File: src/hw/gstmr_pkg.sv
/*
  Constants, register map and state codes of the gated 16-bit timer.
  Assumes an AXI4-Lite master with 32-bit data; registers sit in the
  low byte of each aligned word.
*/
// Overview of operation
// Capture event copies count into holding pair
// Compare flags match of holding pair and count
// Special event trigger clears the counter
// Special event clear never sets rollover flag
// Holding pair acts as period on special events
// Count byte write beats special event clear
// Software should use synced instruction clock
// Source field picks instruction, system, pin, cap
// Source 10 picks pin or crystal by enable
// Prescale divides by one, two, four, eight
// Sync disable only matters for sources 1x
// On bit gates counting, off clears toggle
// Gate enable makes counting follow the gate
// Polarity selects high or low active gate
// Toggle mode flip-flop flips on gate rise
// Single-pulse mode places gate under pulse control
// Go/done reads armed, hardware clears it
// Gate state bit shows gate level always
// Gate source picks pin, timer0, comparators
// Counter mode needs falling edge before rise
// Single pulse counts once, then self-clears
// Falling gate state sets gate event flag
// Rollover from all ones sets rollover flag
// Count bytes readable and writable separately
// Count increments on each permitted prescaled tick
package gstmr_pkg;
  localparam int          CNT_W        = 16;
  localparam int          BYTE_W       = 8;
  localparam int          ADDR_W       = 8;
  localparam int          DATA_W       = 32;
  // Register byte offsets
  localparam logic [7:0]  OFS_TC       = 8'h00;
  localparam logic [7:0]  OFS_GC       = 8'h04;
  localparam logic [7:0]  OFS_CNT_LO   = 8'h08;
  localparam logic [7:0]  OFS_CNT_HI   = 8'h0c;
  localparam logic [7:0]  OFS_CC_LO    = 8'h10;
  localparam logic [7:0]  OFS_CC_HI    = 8'h14;
  localparam logic [7:0]  OFS_CCP_CTRL = 8'h18;
  localparam logic [7:0]  OFS_FLAGS    = 8'h1c;
  // Timer control fields
  localparam int          TC_ON        = 0;
  localparam int          TC_SYNC_DIS  = 2;
  localparam int          TC_OSC_EN    = 3;
  localparam int          TC_PS_LSB    = 4;
  localparam int          TC_CS_LSB    = 6;
  localparam logic [7:0]  TC_RESET     = 8'h00;
  localparam logic [7:0]  TC_WMASK     = 8'hfd;
  // Gate control fields
  localparam int          GC_GSS_LSB   = 0;
  localparam int          GC_VAL       = 2;
  localparam int          GC_GO        = 3;
  localparam int          GC_SPM       = 4;
  localparam int          GC_TM        = 5;
  localparam int          GC_POL       = 6;
  localparam int          GC_GE        = 7;
  localparam logic [7:0]  GC_RESET     = 8'h00;
  // Capture/compare control and flag fields
  localparam int          CC_CAPT      = 0;
  localparam int          CC_CMP       = 1;
  localparam int          CC_SPEC      = 2;
  localparam int          FL_ROLL      = 0;
  localparam int          FL_GATE      = 1;
  // Field codes
  localparam logic [1:0]  CS_INST      = 2'h0;
  localparam logic [1:0]  CS_SYS       = 2'h1;
  localparam logic [1:0]  CS_PIN       = 2'h2;
  localparam logic [1:0]  CS_CAP       = 2'h3;
  localparam logic [1:0]  GSS_PIN      = 2'h0;
  localparam logic [1:0]  GSS_T0       = 2'h1;
  localparam logic [1:0]  GSS_C1       = 2'h2;
  localparam logic [1:0]  GSS_C2       = 2'h3;
  localparam logic [1:0]  INST_LAST    = 2'h3;
  localparam logic [1:0]  RESP_OKAY    = 2'h0;
  localparam logic [1:0]  RESP_SLVERR  = 2'h2;
  // Synchroniser lanes
  localparam int          SI_EXT       = 0;
  localparam int          SI_XTAL      = 1;
  localparam int          SI_CAP       = 2;
  localparam int          SI_GATE      = 3;
  localparam int          SI_C1        = 4;
  localparam int          SI_C2        = 5;
  localparam int          SYNC_N       = 6;
  typedef enum logic [2:0] {
    SP_IDLE = 3'b001,
    SP_WAIT = 3'b010,
    SP_RUN  = 3'b100
  } gstmr_sp_t;
endpackage : gstmr_pkg

File: src/hw/gstmr_top.sv
/*
  Gated 16-bit timer with prescaler, gate logic and capture/compare
  time base, reached over AXI4-Lite. Assumes every pin and comparator
  input is asynchronous to aclk; timer0 overflow and the capture and
  special-trigger strobes come from logic on aclk.
*/
`timescale 1ns/1ns
module gstmr_top
  import gstmr_pkg::*;
(
  input  wire logic                aclk,
  input  wire logic                aresetn,
  input  wire logic                awvalid,
  output logic                     awready,
  input  wire logic [ADDR_W-1:0]   awaddr,
  input  wire logic [2:0]          awprot,
  input  wire logic                wvalid,
  output logic                     wready,
  input  wire logic [DATA_W-1:0]   wdata,
  input  wire logic [3:0]          wstrb,
  output logic                     bvalid,
  input  wire logic                bready,
  output logic [1:0]               bresp,
  input  wire logic                arvalid,
  output logic                     arready,
  input  wire logic [ADDR_W-1:0]   araddr,
  input  wire logic [2:0]          arprot,
  output logic                     rvalid,
  input  wire logic                rready,
  output logic [DATA_W-1:0]        rdata,
  output logic [1:0]               rresp,
  input  wire logic                external_clock_pin,
  input  wire logic                crystal_in_pin,
  input  wire logic                cap_sense_oscillator,
  input  wire logic                gate_pin,
  input  wire logic                comparator_one_output,
  input  wire logic                comparator_two_output,
  input  wire logic                timer0_overflow,
  input  wire logic                capture_event,
  input  wire logic                special_trigger,
  output logic [CNT_W-1:0]         count_value,
  output logic                     compare_match,
  output logic                     rollover_flag,
  output logic                     gate_event_flag
);
  logic [SYNC_N-1:0]  sync1_reg, sync2_reg, sync3_reg;
  logic [SYNC_N-1:0]  async_in, rise_det, fall_det;
  logic [7:0]         tc_reg, gc_reg, ccp_ctrl_reg;
  logic [CNT_W-1:0]   cnt_reg, cc_reg;
  logic [1:0]         inst_div_reg;
  logic [2:0]         pre_cnt_reg, pre_last;
  logic               aw_hold_reg, w_hold_reg;
  logic [ADDR_W-1:0]  aw_addr_reg;
  logic [7:0]         w_byte_reg;
  logic               w_lane0_reg;
  logic               ext_armed_reg, ext_tick_dly_reg;
  logic               act_prev_reg, tff_reg, lvl_prev_reg, gate_val_reg;
  gstmr_sp_t          sp_state_reg;
  logic               wr_do, wr_hit, wr_tc, wr_gc, wr_lo, wr_hi;
  logic               wr_ccl, wr_cch, wr_ccp, wr_fl, wr_cnt;
  logic               raw_tick, ext_tick, src_tick, cnt_en, inc;
  logic               gate_src, act, lvl, gv, spec_clr, hit;
  logic               on_b, osc_en, sync_dis, ge, pol, tm, spm;
  logic [1:0]         cs, ps, gss;

  assign on_b     = tc_reg[TC_ON];
  assign sync_dis = tc_reg[TC_SYNC_DIS];
  assign osc_en   = tc_reg[TC_OSC_EN];
  assign ps       = tc_reg[TC_PS_LSB +: 2];
  assign cs       = tc_reg[TC_CS_LSB +: 2];
  assign ge       = gc_reg[GC_GE];
  assign pol      = gc_reg[GC_POL];
  assign tm       = gc_reg[GC_TM];
  assign spm      = gc_reg[GC_SPM];
  assign gss      = gc_reg[GC_GSS_LSB +: 2];

  // Two-stage synchronisers, third stage only for edge detection
  assign async_in[SI_EXT]  = external_clock_pin;
  assign async_in[SI_XTAL] = crystal_in_pin;
  assign async_in[SI_CAP]  = cap_sense_oscillator;
  assign async_in[SI_GATE] = gate_pin;
  assign async_in[SI_C1]   = comparator_one_output;
  assign async_in[SI_C2]   = comparator_two_output;
  generate
    for (genvar i = 0; i < SYNC_N; i++) begin : g_sync
      always_ff @(posedge aclk)
      begin
        if (!aresetn)
        begin
          sync1_reg[i] <= 1'b0;
          sync2_reg[i] <= 1'b0;
          sync3_reg[i] <= 1'b0;
        end
        else
        begin
          sync1_reg[i] <= async_in[i];
          sync2_reg[i] <= sync1_reg[i];
          sync3_reg[i] <= sync2_reg[i];
        end
      end
      assign rise_det[i] = sync2_reg[i] & ~sync3_reg[i];
      assign fall_det[i] = ~sync2_reg[i] & sync3_reg[i];
    end
  endgenerate

  // Write decode; only byte lane 0 carries register data
  assign wr_do  = aw_hold_reg & w_hold_reg & ~bvalid;
  assign wr_hit = wr_do & w_lane0_reg;
  assign wr_tc  = wr_hit & (aw_addr_reg == OFS_TC);
  assign wr_gc  = wr_hit & (aw_addr_reg == OFS_GC);
  assign wr_lo  = wr_hit & (aw_addr_reg == OFS_CNT_LO);
  assign wr_hi  = wr_hit & (aw_addr_reg == OFS_CNT_HI);
  assign wr_ccl = wr_hit & (aw_addr_reg == OFS_CC_LO);
  assign wr_cch = wr_hit & (aw_addr_reg == OFS_CC_HI);
  assign wr_ccp = wr_hit & (aw_addr_reg == OFS_CCP_CTRL);
  assign wr_fl  = wr_hit & (aw_addr_reg == OFS_FLAGS);
  assign wr_cnt = wr_lo | wr_hi;

  function automatic logic addr_ok(input logic [ADDR_W-1:0] a);
    addr_ok = (a == OFS_TC) || (a == OFS_GC) || (a == OFS_CNT_LO) ||
              (a == OFS_CNT_HI) || (a == OFS_CC_LO) ||
              (a == OFS_CC_HI) || (a == OFS_CCP_CTRL) ||
              (a == OFS_FLAGS);
  endfunction : addr_ok

  // Write channel: address and data taken in either order
  always_ff @(posedge aclk)
  begin
    if (!aresetn)
    begin
      awready     <= 1'b0;
      wready      <= 1'b0;
      aw_hold_reg <= 1'b0;
      w_hold_reg  <= 1'b0;
      aw_addr_reg <= '0;
      w_byte_reg  <= '0;
      w_lane0_reg <= 1'b0;
      bvalid      <= 1'b0;
      bresp       <= RESP_OKAY;
    end
    else
    begin
      if (awvalid && awready)
      begin
        awready     <= 1'b0;
        aw_hold_reg <= 1'b1;
        aw_addr_reg <= awaddr;
      end
      else if (!aw_hold_reg && !bvalid)
        awready <= 1'b1;
      if (wvalid && wready)
      begin
        wready      <= 1'b0;
        w_hold_reg  <= 1'b1;
        w_byte_reg  <= wdata[7:0];
        w_lane0_reg <= wstrb[0];
      end
      else if (!w_hold_reg && !bvalid)
        wready <= 1'b1;
      if (wr_do)
      begin
        aw_hold_reg <= 1'b0;
        w_hold_reg  <= 1'b0;
        bvalid      <= 1'b1;
        bresp       <= addr_ok(aw_addr_reg) ? RESP_OKAY : RESP_SLVERR;
      end
      else if (bvalid && bready)
        bvalid <= 1'b0;
    end
  end

  // Read channel: one cycle from address to data
  always_ff @(posedge aclk)
  begin
    if (!aresetn)
    begin
      arready <= 1'b0;
      rvalid  <= 1'b0;
      rdata   <= '0;
      rresp   <= RESP_OKAY;
    end
    else if (arvalid && arready)
    begin
      arready <= 1'b0;
      rvalid  <= 1'b1;
      rresp   <= addr_ok(araddr) ? RESP_OKAY : RESP_SLVERR;
      unique case (araddr)
        OFS_TC:       rdata <= {24'h000000, tc_reg};
        OFS_GC:       rdata <= {24'h000000, gc_reg[7:4],
                                (sp_state_reg != SP_IDLE), gate_val_reg,
                                gc_reg[1:0]};
        OFS_CNT_LO:   rdata <= {24'h000000, cnt_reg[7:0]};
        OFS_CNT_HI:   rdata <= {24'h000000, cnt_reg[15:8]};
        OFS_CC_LO:    rdata <= {24'h000000, cc_reg[7:0]};
        OFS_CC_HI:    rdata <= {24'h000000, cc_reg[15:8]};
        OFS_CCP_CTRL: rdata <= {24'h000000, ccp_ctrl_reg};
        OFS_FLAGS:    rdata <= {30'h00000000, gate_event_flag,
                                rollover_flag};
        default:      rdata <= '0;
      endcase
    end
    else if (rvalid && rready)
    begin
      rvalid  <= 1'b0;
      arready <= 1'b1;
    end
    else if (!rvalid)
      arready <= 1'b1;
  end

  // Control registers; unimplemented timer bit reads zero
  always_ff @(posedge aclk)
  begin
    if (!aresetn)
    begin
      tc_reg       <= TC_RESET;
      ccp_ctrl_reg <= 8'h00;
    end
    else
    begin
      if (wr_tc)
        tc_reg <= w_byte_reg & TC_WMASK;
      if (wr_ccp)
        ccp_ctrl_reg <= w_byte_reg & 8'h07;
    end
  end

  // Gate control; go/done mirrors the pulse machine, state bit is live
  always_ff @(posedge aclk)
  begin
    if (!aresetn)
      gc_reg <= GC_RESET;
    else if (wr_gc)
      gc_reg <= {w_byte_reg[7:4], 1'b0, 1'b0, w_byte_reg[1:0]};
  end

  // Clock source selection and synchronisation option
  assign ext_tick = osc_en ? rise_det[SI_XTAL]
                           : (rise_det[SI_EXT] & ext_armed_reg);
  always_comb
  begin
    unique case (cs)
      CS_INST: raw_tick = (inst_div_reg == INST_LAST);
      CS_SYS:  raw_tick = 1'b1;
      CS_PIN:  raw_tick = ext_tick;
      default: raw_tick = rise_det[SI_CAP];
    endcase
  end
  // Synchronised mode retimes the external tick one more aclk stage
  assign src_tick = (cs[1] && !sync_dis) ? ext_tick_dly_reg
                  : (cs == CS_PIN) ? ext_tick : raw_tick;

  // Instruction clock divider and external arming
  always_ff @(posedge aclk)
  begin
    if (!aresetn)
    begin
      inst_div_reg     <= 2'h0;
      ext_armed_reg    <= 1'b0;
      ext_tick_dly_reg <= 1'b0;
    end
    else
    begin
      inst_div_reg     <= inst_div_reg + 2'h1;
      ext_tick_dly_reg <= (cs == CS_PIN) ? ext_tick : rise_det[SI_CAP];
      if (!on_b || osc_en)
        ext_armed_reg <= 1'b0;
      else if (fall_det[SI_EXT])
        ext_armed_reg <= 1'b1;
    end
  end

  // Gate path: source, polarity, toggle, single pulse
  always_comb
  begin
    unique case (gss)
      GSS_PIN: gate_src = sync2_reg[SI_GATE];
      GSS_T0:  gate_src = timer0_overflow;
      GSS_C1:  gate_src = sync2_reg[SI_C1];
      default: gate_src = sync2_reg[SI_C2];
    endcase
  end
  assign act = pol ? gate_src : ~gate_src;
  assign lvl = tm ? tff_reg : act;
  assign gv  = spm ? ((sp_state_reg == SP_RUN) & lvl) : lvl;

  always_ff @(posedge aclk)
  begin
    if (!aresetn)
    begin
      act_prev_reg <= 1'b0;
      tff_reg      <= 1'b0;
      lvl_prev_reg <= 1'b0;
      gate_val_reg <= 1'b0;
    end
    else
    begin
      act_prev_reg <= act;
      lvl_prev_reg <= lvl;
      gate_val_reg <= gv;
      if (!tm || !on_b)
        tff_reg <= 1'b0;
      else if (act && !act_prev_reg)
        tff_reg <= ~tff_reg;
    end
  end

  // Single-pulse machine; idle means go/done reads zero
  always_ff @(posedge aclk)
  begin
    if (!aresetn)
      sp_state_reg <= SP_IDLE;
    else if (!spm || (wr_gc && !w_byte_reg[GC_SPM]))
      sp_state_reg <= SP_IDLE;
    else if (wr_gc)
      sp_state_reg <= w_byte_reg[GC_GO] ? SP_WAIT : SP_IDLE;
    else
    begin
      unique case (sp_state_reg)
        SP_IDLE: sp_state_reg <= SP_IDLE;
        SP_WAIT: if (lvl && !lvl_prev_reg)
                   sp_state_reg <= SP_RUN;
        SP_RUN:  if (!lvl && lvl_prev_reg)
                   sp_state_reg <= SP_IDLE;
      endcase
    end
  end

  // Count permission, prescaler and special event clear
  assign cnt_en   = on_b & (~ge | gate_val_reg);
  assign pre_last = 3'((4'h1 << ps) - 4'h1);
  assign inc      = cnt_en & src_tick & (pre_cnt_reg == pre_last);
  assign hit      = (cnt_reg == cc_reg);
  assign spec_clr = special_trigger
                  | (ccp_ctrl_reg[CC_SPEC] & ccp_ctrl_reg[CC_CMP] & hit);

  always_ff @(posedge aclk)
  begin
    if (!aresetn)
      pre_cnt_reg <= 3'h0;
    else if (wr_cnt || wr_tc || !on_b)
      pre_cnt_reg <= 3'h0;
    else if (cnt_en && src_tick)
      pre_cnt_reg <= (pre_cnt_reg == pre_last) ? 3'h0
                                               : pre_cnt_reg + 3'h1;
  end

  // Counter: byte write beats special clear beats increment
  always_ff @(posedge aclk)
  begin
    if (!aresetn)
      cnt_reg <= '0;
    else if (wr_lo)
      cnt_reg[7:0] <= w_byte_reg;
    else if (wr_hi)
      cnt_reg[15:8] <= w_byte_reg;
    else if (spec_clr)
      cnt_reg <= '0;
    else if (inc)
      cnt_reg <= cnt_reg + 16'h0001;
  end

  // Holding pair: capture from hardware wins over a bus write
  always_ff @(posedge aclk)
  begin
    if (!aresetn)
      cc_reg <= '0;
    else if (capture_event && ccp_ctrl_reg[CC_CAPT])
      cc_reg <= cnt_reg;
    else if (wr_ccl)
      cc_reg[7:0] <= w_byte_reg;
    else if (wr_cch)
      cc_reg[15:8] <= w_byte_reg;
  end

  // Sticky flags, write one to clear; a new event wins over the clear
  always_ff @(posedge aclk)
  begin
    if (!aresetn)
    begin
      rollover_flag   <= 1'b0;
      gate_event_flag <= 1'b0;
      compare_match   <= 1'b0;
      count_value     <= '0;
    end
    else
    begin
      count_value   <= cnt_reg;
      compare_match <= ccp_ctrl_reg[CC_CMP] & hit;
      if (inc && !spec_clr && !wr_cnt && (cnt_reg == 16'hffff))
        rollover_flag <= 1'b1;
      else if (wr_fl && w_byte_reg[FL_ROLL])
        rollover_flag <= 1'b0;
      if (gate_val_reg && !gv)
        gate_event_flag <= 1'b1;
      else if (wr_fl && w_byte_reg[FL_GATE])
        gate_event_flag <= 1'b0;
    end
  end
endmodule : gstmr_top

File: config.mk
export PLATFORM = sky130hd
export DESIGN_NAME = gstmr_top
export DESIGN_NICKNAME = d
export VERILOG_FILES = /design/src/hw/gstmr_pkg.sv /design/src/hw/gstmr_top.sv
export SDC_FILE = /design/constraint.sdc
export NUM_CORES = 1
export LEC_CHECK = 0
export BUFFER_PORTS_ARGS = -buffer_cell sky130_fd_sc_hd__buf_2
export CORE_MARGIN = 5
export CORE_UTILIZATION = 50
export CTS_CLUSTER_SIZE = 24
export DETAILED_ROUTE_END_ITERATION = 7
export PLACE_DENSITY = 0.74
export SLEW_MARGIN = 20
export SYNTH_ARGS = -nofsm -noshare
export SYNTH_HDL_FRONTEND = slang
export SYNTH_SLANG_ARGS = --single-unit
File: constraint.sdc
create_clock -name aclk -period 3.2 [get_ports aclk]
set_clock_uncertainty 0.05 [all_clocks]
set_input_delay 0.32 -clock aclk [delete_from_list [all_inputs] [get_ports aclk]]
set_output_delay 0.32 -clock aclk [all_outputs]
set_load 0.01 [all_outputs]
* Word-level counts from Yosys, hierarchy flattened
Index checks and enable logic that the tools add are counted.
** Storage, ports and cells
- Memory bits (read-only) :: 0
- Flip-flop bits (word level) :: 156
- Word-level logic and storage cells :: 234
- Output and inout bits :: 60
- Latch bits :: 0
- Memories :: 0
- Bits in writable memories :: 0
** Operators by class
- Reductions and logical operators :: 77
- $add $sub $neg :: 4
- Multipliers :: 0
- Divide/modulo/power cells :: 0
- Shift operators :: 1
- Bitwise operators :: 36
- Multiplexer cells :: 37
- Magnitude comparators :: 0
- Eq/ne operators :: 31
** Operators with widths (number)
- 8-bit by 5-bit == test with 1-bit output, second input constant :: 8
- 8-bit one-hot mux with 8 select lines :: 1
- 16-bit 2-to-1 mux :: 3
- 8-bit 2-to-1 mux :: 6
- 8-bit by 4-bit == test with 1-bit output, second input constant :: 4
- 1-bit bitwise AND :: 23
- 1-bit logical AND :: 20
- 1-bit logical OR :: 19
- 1-bit 2-to-1 mux :: 17
- 16-bit by 1-bit adder with 16-bit output, second input constant :: 1
- 16-bit == test :: 1
- 16-bit == test, second input constant :: 1
- 8-bit by 3-bit == test with 1-bit output, second input constant :: 2
- 8-bit logical NOT :: 2
- 2-bit OR reduction :: 8
- 1-bit logical NOT :: 14
- 3-bit 2-to-1 mux :: 4
- 2-bit nonzero test :: 6
- 1-bit inverter :: 10
- 3-bit one-hot mux with 3 select lines :: 1
- 2-bit AND reduction :: 4
- 2-bit == test, second input constant :: 3
- 2-bit 2-to-1 mux :: 3
- 3-bit nonzero test :: 2
- 18 further kinds :: 23

* Longest topological paths before layout
- Depth after elaboration :: 12
- Depth in mapped cells :: 9

* Least setup slack after synthesis
OpenSTA, ideal clock, no wires.
- Path kind :: input to register
- Start :: in araddr[6]
- End :: reg rdata[3]
- Arrival time :: 1903 ps
- Stages :: 7
- Slack :: 1176 ps
- Library setup time :: 70 ps
- Data required time :: 3080 ps
- Path through :: or4_4 > or4_1 > buf_2 > a311oi_1 > a221o_1 > a221oi_2 > o21ai_2
** On the way
- Word-level cells in the longest chain between the ends :: 2
- Elaborated cells between the ends (all ways) :: 9
- Classes of those cells :: eq/ne: 7; mux: 1; reduce/logical: 1
** RTL lines
- from (decl) :: RTL line gstmr_top.sv:26 : input wire logic [ADDR_W-1:0] araddr,
- 8-bit by 5-bit == test with 1-bit output (tied with other cells) :: RTL line gstmr_top.sv:187 : unique case (araddr)
- 8-bit one-hot mux with 8 select lines (*) :: RTL line gstmr_top.sv:187
- to (signal assigned) :: RTL line gstmr_top.sv:188 : OFS_TC: rdata <= {24'h000000, tc_reg};
- to (signal assigned) :: RTL line gstmr_top.sv:189 : OFS_GC: rdata <= {24'h000000, gc_reg[7:4],
- to (signal assigned) :: RTL line gstmr_top.sv:192 : OFS_CNT_LO: rdata <= {24'h000000, cnt_reg[7:0]};
- to (decl) :: RTL line gstmr_top.sv:30 : output logic [DATA_W-1:0] rdata,
Every way passes the cells marked *; elsewhere a longest branch is shown, timed or not.
A chain may end at the register's enable or synchronous reset.

* Final worst setup path
- Start :: reg cnt_reg[0]
- End :: reg cnt_reg[6]
** On the way
- Word-level cells in the longest chain between the ends :: 6
- Elaborated cells between the ends (all ways) :: 10
- Classes of those cells :: add/sub: 1; eq/ne: 1; mux: 4; bitwise: 2; reduce/logical: 2
** RTL lines
- from (decl) :: RTL line gstmr_top.sv:49 : logic [CNT_W-1:0] cnt_reg, cc_reg;
- from (signal assigned) :: RTL line gstmr_top.sv:354 : cnt_reg[7:0] <= w_byte_reg;
- from (signal assigned) :: RTL line gstmr_top.sv:360 : cnt_reg <= cnt_reg + 16'h0001;
- branches (longest 6 deep; another with 16-bit by 1-bit adder with 16-bit output)
Parallel ways; which one is timed is not known. The select of a mux whose other input is x is not followed.

==> metrics.md <==
| Metric | Value |
|---|---|
| Critical Path AT | `2.80 ns` |
| Post-route DRC | `0` |
| CP peak stage delay | `0.49 ns` |
| Sequential element share of the synthesized area | `41.78%` |
| Final Hold Violating Endpoints | `0` |
| Area Overhead vs Synth | `15.39%` |
| Critical path buffer and inverter count | `0` |
| Post-layout min period | `2.544 ns` |
| Hpwl dp | `11770 um` |
| Fin crit share | `79.49%` |
| DRT iter0 DRCs | `414` |
| Post CTS Setup Buffer Count | `0` |
| Mapped Cells | `719` |
| Yosys synthesis warning count | `0` |
| Hold/Removal Path Class | `in -> reg` |
| # nets final | `858` |
| Vias in the first global route | `5221` |
| Total die area | `0.01479 sq mm` |
| Fill cell count | `1091` |
| Yosys top cell area share | `41.78%` |
| Worst-path clk slew | `0.06 ns` |
| CTS root buf | `clkbuf_16` |
| Drt via density | `5.661` |
| Final core occ | `59.34%` |
| Starting Density | `51.43%` |
| R2r setup slk | `0.66 ns` |
| # clock sinks | `130` |
| Status | `completed` |
| Least-Margin Pin Slew | `0.9689 ns` |
| Cell accounting for the most synthesized area | `dfxtp_1` |
| Num rows | `40` |
| H-tree Lvls | `4` |
| Gr ovfl total | `0` |
| N_diodes | `0` |
| FFs w/ async S/R, synth | `0%` |
| Worst-path maximum fanout | `16` |
| FMAX | `393.1 MHz` |
| Max VDD drop | `0.3730 mV` |
| Worst-path cell chain | `xnor2_1 -> nand4_1 -> nor4_2 -> nand3_2 -> a31oi_4 -> o21ai_0 -> a32o_1` |
| DP Area | `0.006559 sq mm` |
| Number of flops mapped to enable cells by yosys | `0` |
| Synth Area per Inst | `8.663 sq um` |
| Crit path max-delay family | `compound AO/OA/AOI/OAI gates` |
| WL/cell | `17.55 um` |
| Routed Antenna Nets | `0` |
| MaxCap Viol Count | `0` |
| Static leakage | `2.854 nW` |
| P per Cell Area | `552.7 mW/mm^2` |
| Most common library cells after synthesis | `dfxtp_1, nand2_1, nor2_1` |
| Via count | `5440` |
| Proportion of layout cells with a drive suffix above 1 | `19.55%` |
| I/O pin cnt | `134` |
| Routability Congestion | `0.9511` |
| Setup TNS | `0 ns` |
| Core box area | `0.01211 sq mm` |
| Synth Cell Area | `0.006228 sq mm` |
| Initial antenna violation count | `0` |
| Post-CTS resize count | `0` |
| CTS tree | `yes` |
| DR pass1 iterations | `5` |
| Synth Flop Type | `dfxtp_1` |
| Crit path kind | `reg -> reg` |
| Aggregate routed wire length | `16860 um` |
| Synth area leaders | `dfxtp_1, nand2_1, nor2_1` |
| GRT Util Overall | `23.17%` |
| Pwr Total | `3.972 mW` |
| CTS Buffer Depth | `2` |
| Die width | `121.6 um` |
| Worst rel slew slack | `35.13%` |
| Endpoints failing setup | `0` |
| PortBufs | `74` |
| Largest net degree at the start of global routing | `49` |
| Crit end category | `register` |
| Synth cell types | `76` |
| Fin. max-slew vios | `0` |
| Critical path data required time | `3.45 ns` |
| Chip height | `121.6 um` |
| Final instance area | `0.007187 sq mm` |
| First-pass GRT wire length | `26790 um` |
| CTS Buf Count | `17` |
| # hold bufs at CTS | `0` |
| Unrepaired setup endpoints after global routing | `no` |
| Worst path slowest cell | `a31oi_4` |
| Number of synthesized register bits | `130` |
| Clock latency on the worst-skew pair | `0.42 ns` |
| Most frequent cell after synthesis | `dfxtp_1` |
| Crit path launch type | `register` |
==> layout by cell type (no fill, tap or decap), drive strengths merged, types with 4 or more instances in the layout <==
master,n
a21o,4
a22o,7
o21ai,29
inv,19
nor3,15
conb,26
buf,90
and2,27
o22ai,5
nor4,10
nand2,93
a211oi,10
bufinv,4
a32o,5
a221oi,7
nor2,70
clkbuf,22
a21oi,53
xnor2,17
nand2b,9
mux2i,25
a311oi,10
a221o,4
nand3,22
or2,5
dfxtp,130
nand4,11
==> metrics by stage <==
step | setup WS [ns] | hold WS [ns] | cells
finish | 0.6564 | 0.05184 | 961
CTS | 0.6985 | 0.04121 | 961
floorplan | 1.176 | 0.3492 | 744
detailed placement | 0.7329 | 0.3692 | 930
global placement | 0.7682 | 0.3566 | 930
global route | 0.4998 | 0.04411 | 961
==> worst register-to-register path, delay by kind of cell, from the launching register on <==
kind                      cells  cell delay [ns]
DFF                           1             0.34
and+or+nand+nor               3             0.83
xor gates and xnor gates      1             0.28
AOI/OAI and AO/OA             3             0.93
==> area by class of cell <==
type | instances | area (sq um) | area share [%]
clock inverter | 9 | 153.9 | 2.141
timing repair buffer | 90 | 490.5 | 6.825
sequential | 130 | 2603 | 36.21
tap | 168 | 210.2 | 2.925
multi-input combinational | 523 | 3184 | 44.31
clock buffer | 22 | 474.2 | 6.598
inverter | 19 | 71.32 | 0.9923
==> report_power, final <==
group	total, mW	leakage [nW]	internal (mW)	switching (mW)
Clock	2.06	0.302	1.36	0.705
Sequential	1.70	1.06	1.66	0.0438
Combinational	0.209	1.50	0.0768	0.133
Total	3.97	2.85	3.09	0.881
==> cell families (layout without fill, tap and decap cells) <==
kind of cell,after synthesis,after routing,share of synthesized area [%]
compound gates,158,158,17.62
xor+xnor,20,20,2.812
fa+ha+maj,3,3,0.6027
buf+inv,91,140,8.598
flops,130,130,41.78
mux,28,28,4.922
other cells,1,26,0.06021
simple gates,288,288,23.60
==> per-layer routing <==
metal | vias up | share of wire [%] | track usage [%]
met5 | - | 0 | 0
met3 | 51 | 7.0 | 5.246
met2 | 239 | 49 | 38.62
met1 | 2539 | 40 | 28.14
met4 | 0 | 3.6 | 11.62
li1 | 2611 | - | -
==> final timing paths <==
kind | from | end | depth (start not counted)
max | cnt_reg[0] | cnt_reg[6] | 7
min | comparator_two_output | sync1_reg[5] | 2
max reg2reg | cnt_reg[0] | cnt_reg[6] | 7
min reg2reg | sync1_reg[3] | sync2_reg[3] | 1
Power figures use the tool's default switching activity.
